===== src/hw/timer_cfg.svh =====
/*
  Register map, field positions and reset values of the standard timer block.
  Assumes inclusion by bare name from the package and the timer module.
*/
`ifndef TIMER_CFG_SVH
`define TIMER_CFG_SVH

`define ADDR_RUN 8'h00
`define ADDR_CTL 8'h04
`define ADDR_CNT_LO 8'h08
`define ADDR_CNT_HI 8'h0c
`define ADDR_CMPA_LO 8'h10
`define ADDR_CMPA_HI 8'h14
`define ADDR_CMPP 8'h18

`define RUN_BIT 0
`define CTL_RST 8'h00
`define CMP_RST 10'h000
`define CNT_RST 10'h000
`define CNT_MAX 10'h3ff
`define PWM_FULL 11'h400

`define RESP_OKAY 2'h0
`define RESP_SLVERR 2'h2

`endif


===== src/hw/timer_pkg.sv =====
/*
  Types shared by the standard timer block: mode and control layouts.
  Assumes the configuration header is on the include path.
*/
package timer_pkg;
  `include "timer_cfg.svh"

  typedef enum logic [1:0] {
    MODE_CMP = 2'h0,
    MODE_CAP = 2'h1,
    MODE_PWM = 2'h2,
    MODE_TMR = 2'h3
  } tmr_mode_t;

  // Bit layout of the control register, msb first.
  typedef struct packed {
    tmr_mode_t mode;
    logic [1:0] pin_action;
    logic output_level_control;
    logic output_invert;
    logic period_duty_swap;
    logic clear_source_select;
  } ctl_t;
endpackage


===== src/hw/standard_timer_output_and_clear_control.sv =====
/*
  Ten-bit standard timer with compare, PWM and single-pulse pin output,
  selectable counter clear source and an AXI4-Lite register slave.
  Assumes one 100 MHz clock, a synchronous active-low reset and software
  that stops the timer before changing mode or pin action.
*/
// The AXI4-Lite register port and the register offsets were chosen for this implementation.
`timescale 1ns/1ns
`include "timer_cfg.svh"
module standard_timer_output_and_clear_control
  import timer_pkg::*;
#(
  parameter int unsigned TICK_DIV = 1
) (
  input wire logic ref_clk_i,
  input wire logic rst_n_i,
  input wire logic [7:0] s_axi_awaddr_i,
  input wire logic s_axi_awvalid_i,
  output logic s_axi_awready_o,
  input wire logic [31:0] s_axi_wdata_i,
  input wire logic [3:0] s_axi_wstrb_i,
  input wire logic s_axi_wvalid_i,
  output logic s_axi_wready_o,
  output logic [1:0] s_axi_bresp_o,
  output logic s_axi_bvalid_o,
  input wire logic s_axi_bready_i,
  input wire logic [7:0] s_axi_araddr_i,
  input wire logic s_axi_arvalid_i,
  output logic s_axi_arready_o,
  output logic [31:0] s_axi_rdata_o,
  output logic [1:0] s_axi_rresp_o,
  output logic s_axi_rvalid_o,
  input wire logic s_axi_rready_i,
  output logic timer_output_pin_a_o,
  output logic timer_output_pin_b_o,
  output logic timer_output_en_o
);

  function automatic logic is_mapped(input logic [7:0] a);
    is_mapped = (a == `ADDR_RUN) || (a == `ADDR_CTL) || (a == `ADDR_CNT_LO) ||
                (a == `ADDR_CNT_HI) || (a == `ADDR_CMPA_LO) ||
                (a == `ADDR_CMPA_HI) || (a == `ADDR_CMPP);
  endfunction

  logic [15:0] div_reg;
  logic tick;
  logic run_reg;
  logic run_d_reg;
  logic run_rise;
  ctl_t ctl_reg;
  logic [9:0] cnt_reg;
  logic [9:0] cmpa_reg;
  logic [9:0] cmpp_reg;
  logic cmp_out_reg;
  logic [7:0] aw_addr_reg;
  logic [31:0] w_data_reg;
  logic w_lane0_reg;
  logic wr_go;
  logic [9:0] period_val;
  logic [9:0] duty_val;
  logic [10:0] period_eff;
  logic match_a;
  logic match_p;
  logic pwm_end;
  logic pwm_act;
  logic cnt_clr;
  logic pulse_end;
  logic active;
  logic lvl;
  logic [31:0] rd_word;

  // Timer clock enable derived from the bus clock.
  assign tick = (div_reg == 16'(TICK_DIV - 1));

  always_ff @(posedge ref_clk_i) begin
    if (!rst_n_i || tick) begin
      div_reg <= 16'h0000;
    end else begin
      div_reg <= div_reg + 16'h0001;
    end
  end

  // AXI4-Lite write channel: address and data are taken independently.
  assign wr_go = !s_axi_awready_o && !s_axi_wready_o && !s_axi_bvalid_o;

  always_ff @(posedge ref_clk_i) begin
    if (!rst_n_i) begin
      s_axi_awready_o <= 1'b1;
      aw_addr_reg <= 8'h00;
    end else if (s_axi_awvalid_i && s_axi_awready_o) begin
      s_axi_awready_o <= 1'b0;
      aw_addr_reg <= s_axi_awaddr_i;
    end else if (s_axi_bvalid_o && s_axi_bready_i) begin
      s_axi_awready_o <= 1'b1;
    end
  end

  always_ff @(posedge ref_clk_i) begin
    if (!rst_n_i) begin
      s_axi_wready_o <= 1'b1;
      w_data_reg <= 32'h0000_0000;
      w_lane0_reg <= 1'b0;
    end else if (s_axi_wvalid_i && s_axi_wready_o) begin
      s_axi_wready_o <= 1'b0;
      w_data_reg <= s_axi_wdata_i;
      w_lane0_reg <= s_axi_wstrb_i[0];
    end else if (s_axi_bvalid_o && s_axi_bready_i) begin
      s_axi_wready_o <= 1'b1;
    end
  end

  always_ff @(posedge ref_clk_i) begin
    if (!rst_n_i) begin
      s_axi_bvalid_o <= 1'b0;
      s_axi_bresp_o <= `RESP_OKAY;
    end else if (wr_go) begin
      s_axi_bvalid_o <= 1'b1;
      s_axi_bresp_o <= is_mapped(aw_addr_reg) ? `RESP_OKAY : `RESP_SLVERR;
    end else if (s_axi_bready_i) begin
      s_axi_bvalid_o <= 1'b0;
    end
  end

  assign period_val = ctl_reg.period_duty_swap ? cmpa_reg : cmpp_reg;
  assign duty_val = ctl_reg.period_duty_swap ? cmpp_reg : cmpa_reg;
  // A zero period value lets the counter run its whole range.
  assign period_eff = (period_val == 10'h000) ? `PWM_FULL : {1'b0, period_val};

  assign match_a = (cnt_reg == cmpa_reg);
  assign match_p = (cmpp_reg != 10'h000) && (cnt_reg == cmpp_reg);
  assign pwm_end = ({1'b0, cnt_reg} == period_eff - 11'h001);
  assign pwm_act = ({1'b0, duty_val} >= period_eff) || (cnt_reg < duty_val);
  assign pulse_end = tick && run_reg && (ctl_reg.mode == MODE_PWM) &&
                     (ctl_reg.pin_action == 2'h3) && match_a;

  always_comb begin
    case (ctl_reg.mode)
      MODE_CMP, MODE_TMR: cnt_clr = ctl_reg.clear_source_select ? match_a : match_p;
      MODE_PWM: cnt_clr = pwm_end;
      default: cnt_clr = 1'b0;
    endcase
  end

  // Run bit: software sets and clears; a single pulse ends it on an A match.
  // A software write in the same cycle wins so a retrigger is never lost.
  always_ff @(posedge ref_clk_i) begin
    if (!rst_n_i) begin
      run_reg <= 1'b0;
    end else if (wr_go && w_lane0_reg && aw_addr_reg == `ADDR_RUN) begin
      run_reg <= w_data_reg[`RUN_BIT];
    end else if (pulse_end) begin
      run_reg <= 1'b0;
    end
  end

  always_ff @(posedge ref_clk_i) begin
    if (!rst_n_i) begin
      run_d_reg <= 1'b0;
    end else begin
      run_d_reg <= run_reg;
    end
  end

  assign run_rise = run_reg && !run_d_reg;

  always_ff @(posedge ref_clk_i) begin
    if (!rst_n_i) begin
      ctl_reg <= ctl_t'(`CTL_RST);
    end else if (wr_go && w_lane0_reg && aw_addr_reg == `ADDR_CTL) begin
      ctl_reg <= ctl_t'(w_data_reg[7:0]);
    end
  end

  always_ff @(posedge ref_clk_i) begin
    if (!rst_n_i) begin
      cmpa_reg <= `CMP_RST;
    end else if (wr_go && w_lane0_reg && aw_addr_reg == `ADDR_CMPA_LO) begin
      cmpa_reg[7:0] <= w_data_reg[7:0];
    end else if (wr_go && w_lane0_reg && aw_addr_reg == `ADDR_CMPA_HI) begin
      cmpa_reg[9:8] <= w_data_reg[1:0];
    end
  end

  always_ff @(posedge ref_clk_i) begin
    if (!rst_n_i) begin
      cmpp_reg <= `CMP_RST;
    end else if (wr_go && w_lane0_reg && aw_addr_reg == `ADDR_CMPP) begin
      cmpp_reg <= w_data_reg[9:0];
    end
  end

  always_ff @(posedge ref_clk_i) begin
    if (!rst_n_i) begin
      cnt_reg <= `CNT_RST;
    end else if (tick && run_reg) begin
      cnt_reg <= cnt_clr ? `CNT_RST : cnt_reg + 10'h001;
    end
  end

  // Compare-mode pin state before inversion.
  always_ff @(posedge ref_clk_i) begin
    if (!rst_n_i) begin
      cmp_out_reg <= 1'b0;
    end else if (run_rise) begin
      cmp_out_reg <= ctl_reg.output_level_control;
    end else if (tick && run_reg && match_a && ctl_reg.mode == MODE_CMP) begin
      case (ctl_reg.pin_action)
        2'h1: cmp_out_reg <= 1'b0;
        2'h2: cmp_out_reg <= 1'b1;
        2'h3: cmp_out_reg <= !cmp_out_reg;
        default: cmp_out_reg <= cmp_out_reg;
      endcase
    end
  end

  // Pin action is sampled live; changing it while running gives glitches.
  always_comb begin
    case (ctl_reg.pin_action)
      2'h0: active = 1'b0;
      2'h1: active = 1'b1;
      2'h2: active = pwm_act;
      default: active = run_reg;
    endcase
  end

  always_comb begin
    case (ctl_reg.mode)
      MODE_CMP: lvl = cmp_out_reg ^ ctl_reg.output_invert;
      MODE_PWM: lvl = (active ? ctl_reg.output_level_control
                              : !ctl_reg.output_level_control) ^ ctl_reg.output_invert;
      default: lvl = 1'b0;
    endcase
  end

  always_ff @(posedge ref_clk_i) begin
    if (!rst_n_i) begin
      timer_output_pin_a_o <= 1'b0;
      timer_output_pin_b_o <= 1'b0;
      timer_output_en_o <= 1'b0;
    end else begin
      timer_output_pin_a_o <= lvl;
      timer_output_pin_b_o <= lvl;
      timer_output_en_o <= (ctl_reg.mode == MODE_CMP) || (ctl_reg.mode == MODE_PWM);
    end
  end

  always_comb begin
    rd_word = 32'h0000_0000;
    case (s_axi_araddr_i)
      `ADDR_RUN: rd_word[`RUN_BIT] = run_reg;
      `ADDR_CTL: rd_word[7:0] = ctl_reg;
      `ADDR_CNT_LO: rd_word[7:0] = cnt_reg[7:0];
      `ADDR_CNT_HI: rd_word[1:0] = cnt_reg[9:8];
      `ADDR_CMPA_LO: rd_word[7:0] = cmpa_reg[7:0];
      `ADDR_CMPA_HI: rd_word[1:0] = cmpa_reg[9:8];
      `ADDR_CMPP: rd_word[9:0] = cmpp_reg;
      default: rd_word = 32'h0000_0000;
    endcase
  end

  always_ff @(posedge ref_clk_i) begin
    if (!rst_n_i) begin
      s_axi_arready_o <= 1'b1;
      s_axi_rvalid_o <= 1'b0;
      s_axi_rdata_o <= 32'h0000_0000;
      s_axi_rresp_o <= `RESP_OKAY;
    end else if (s_axi_arvalid_i && s_axi_arready_o) begin
      s_axi_arready_o <= 1'b0;
      s_axi_rvalid_o <= 1'b1;
      s_axi_rdata_o <= rd_word;
      s_axi_rresp_o <= is_mapped(s_axi_araddr_i) ? `RESP_OKAY : `RESP_SLVERR;
    end else if (s_axi_rvalid_o && s_axi_rready_i) begin
      s_axi_arready_o <= 1'b1;
      s_axi_rvalid_o <= 1'b0;
    end
  end
endmodule


===== config.mk =====
export PLATFORM = sky130hd
export DESIGN_NAME = standard_timer_output_and_clear_control
export DESIGN_NICKNAME = d
export VERILOG_FILES = /design/src/hw/timer_pkg.sv /design/src/hw/standard_timer_output_and_clear_control.sv
export VERILOG_INCLUDE_DIRS = /design/src /design/src/hw
export SDC_FILE = /design/constraint.sdc
export NUM_CORES = 1
export LEC_CHECK = 0
export ABC_CLOCK_PERIOD_IN_PS = 11450
export BUFFER_PORTS_ARGS = -buffer_cell sky130_fd_sc_hd__buf_2
export CORE_MARGIN = 5
export CORE_UTILIZATION = 40
export CTS_CLUSTER_DIAMETER = 60
export DETAILED_ROUTE_END_ITERATION = 10
export GPL_ROUTABILITY_DRIVEN = 0
export RECOVER_POWER = 25
export SLEW_MARGIN = 20
export SYNTH_ARGS = -nofsm -noshare
export SYNTH_HDL_FRONTEND = slang
export SYNTH_SLANG_ARGS = --single-unit

===== constraint.sdc =====
create_clock -name ref_clk_i -period 11.45 [get_ports ref_clk_i]
set_clock_uncertainty 0.15 [all_clocks]
set_input_delay 1.145 -clock ref_clk_i [delete_from_list [all_inputs] [get_ports ref_clk_i]]
set_output_delay 1.145 -clock ref_clk_i [all_outputs]
set_load 0.02 [all_outputs]

==> out/qor.yml <==
area_growth_pct: 9.34
status: "finished with violations"
grt_pass1_wl_um: 24800
largest_register_ffs: 16
p_total_mw: 0.697
instances_no_fill: 913
synth_xor_area_share_pct: 7.53
drive_above_1_share_pct: 12.3
fmax_ghz: 0.240
cts.path.max_buffers: 2
final_max_slew_viol_count: 62
cts_hold_buf: 0
synth_area_sq_um: 5930
async_flop_share_pct: 0
fp.dieW_um: 132
multi_input_area_sq_um: 3680
drc: 0
p_leak_nw: 2.57
fin_crit_sh_pct: 36.4
cap_violations: 1
synth.distinct_cells: 69
grt_antenna_before_repair: 0
worst_ep_required_time_ns: 11.58
grt_usage_pct: 17.1
fin_nets: 813
hold_violations: 0
synth_common_cells: "dfxtp_1 (95), nand2_1 (83), mux2i_1 (52)"
regToRegStartpoint: "ctl_reg[1]$_SDFFE_PN0P_"
rsz0062_at_grt: "false"
setup-tns-final_ns: 0
synth_most_common_cell: "dfxtp_1"
synth_top_area_share_pct: 32.1
arrival_ns: 4.30
clkTransAtPathRegs_ns: 0.07
rows: 44
vias_per_cell: 5.46
grt_max_degree: 74
cpMostUsedCell: "a21oi_1"
drt_iter0_drc: 268
io_pins: 103
synth-compound-area-share_pct: 15.6
dr.pass1.iters: 5
seq_area_sq_um: 1900
crit_start: "ctl_reg[1]$_SDFFE_PN0P_"
synth_edf_count: 0
critPathKind: "reg2reg"
synthSimpleGateAreaFrac_pct: 22.1
slew_headroom_pct: -25.3
synth_top_family_by_area: "simple AND/OR/NAND/NOR gates"
dp.cells: 896
violations: "max-capacitance violations, max-slew violations"
htree_levels: 3
synth_ff_type: "dfxtp_1"
core-area_sq_um: 14500
yosysWarningCount: 0
min-delay-start: "aw_addr_reg[7]$_SDFFE_PN0P_"
post_cts_resized: 0
ys_ff_latch: 95
avgSynthCellArea_sq_um: 8.47
worst_setup_path_end_kind: "flop"
portBuffers: 53
yosys.area.top_type: "dfxtp_1"
synthCells: 700
whs_ns: 0.317
crit_path_max_incr_delay_ns: 0.91
wl_per_cell_um: 16.5
cts_made_buffers: 9
clkLatencyLatePin_ns: 0.35
cts.sinks: 95
synthAdderAreaFrac_pct: 6.33
critPathSlowestCell: "a222oi_1"
die_height_um: 132
ys_seq_area_share_pct: 32.1
final.min_clock_period_ns: 4.17
root_buffer: "clkbuf_16"
grt_pass1_vias: 4868
cts_tree: "yes"
ys_top_cells_by_area: "dfxtp_1 (32%), mux2i_1 (8.8%), ha_1 (6.3%)"
setup_viol: 0
muxShareOfSynthArea_pct: 8.96
ir_drop_v: 0.0000758
grt-ovfl-total: 0
path_cells: "buf_4, or3b_4, a222oi_1, a21oi_1, ha_1, nand2b_1, a21oi_1, o21ai_0, a21oi_1, o22ai_1, a211oi_1, mux2i_1"
critPathMaxFanout: 40
wirelength_um: 15000
tightest_slew_ns: 1.88
start_kind: "flop"
ant_nets: 0
diodes: 0
dp_hpwl_um: 11100
start_util_pct: 40.8
route.vias.total: 4987
powerDensity_nw_per_um2: 108
dieArea_sq_um: 17400
hold_class: "reg2reg"
fillers: 1431
post_cts_buffers: 0
worst max-delay path: cells and delay by family (launching register included):
kind / cells / cell delay (ns)
AOI/OAI and AO/OA: 7 / 2.05
and+or+nand+nor: 2 / 0.61
buffers and inverters: 1 / 0.42
adders and majority gates: 1 / 0.34
DFF: 1 / 0.31
muxes: 1 / 0.20
metrics by stage:
| step | area, sq um | utilization (%) | setup slack [ns] |
|---|---|---|---|
| finish | 6490 | 44.6 | 7.28 |
| global route | 6490 | 44.6 | 6.93 |
| CTS | 6480 | 44.6 | 7.25 |
| detailed placement | 6170 | 42.4 | 7.28 |
| global placement | 6170 | 42.4 | 7.32 |
| floorplan | 6020 | - | 7.85 |
cell type report:
cell class	count	share of cell area, %
timing repair buffer	55	4.24
inverter	21	1.22
clock buffer	10	3.68
sequential	95	29.3
multi-input combinational	542	56.8
clock inverter	6	1.18
tap	184	3.55
power breakdown:
part | internal, mW | switching (mW) | leakage [nW]
Combinational | 0.0143 | 0.0273 | 1.64
Sequential | 0.336 | 0.00607 | 0.770
Clock | 0.179 | 0.134 | 0.156
path summary, 6_finish.rpt:
check,to,slack (ns),depth (start not counted)
max,timer_output_pin_b_o$_SDFF_PN0_,7.28,12
min,aw_addr_reg[7]$_SDFFE_PN0P_,0.32,2
max reg2reg,timer_output_pin_b_o$_SDFF_PN0_,7.28,12
min reg2reg,aw_addr_reg[7]$_SDFFE_PN0P_,0.32,2
layout by cell type (no fill, tap or decap), types with 3 or more instances in the layout:
cell type / count
a22o_1: 7
xnor2_1: 9
or4_1: 3
a31oi_1: 4
clkbuf_16: 9
mux2i_1: 52
o21a_1: 5
ha_1: 30
o22ai_1: 3
conb_1: 24
a21oi_1: 17
a22oi_1: 6
dfxtp_1: 95
a211oi_1: 4
or3_1: 6
nor2_1: 44
nor4_1: 7
inv_1: 20
nor3_1: 16
nand2b_1: 5
nor2b_1: 34
nand2_1: 83
and3_1: 8
o21ai_0: 21
nor4b_1: 3
and2_1: 10
nand4_1: 10
a222oi_1: 8
a21boi_0: 25
nand3_1: 13
buf_2: 52
xor2_1: 42
cell families after synthesis:
family / count (synthesis)
and+or+nand+nor: 259
adders and majority gates: 30
buffers and inverters: 86
AOI/OAI and AO/OA: 125
xor gates and xnor gates: 51
other: 1
DFF: 95
muxes: 53
routing by layer:
layer,vias up,part of all wire [%],track usage (%)
met5,-,0,0
met4,0,2.9,6.63
met3,30,6.3,4.05
met2,171,47,28.6
met1,2332,44,21.3
li1,2454,-,-
(Power assumes the default switching activity.)
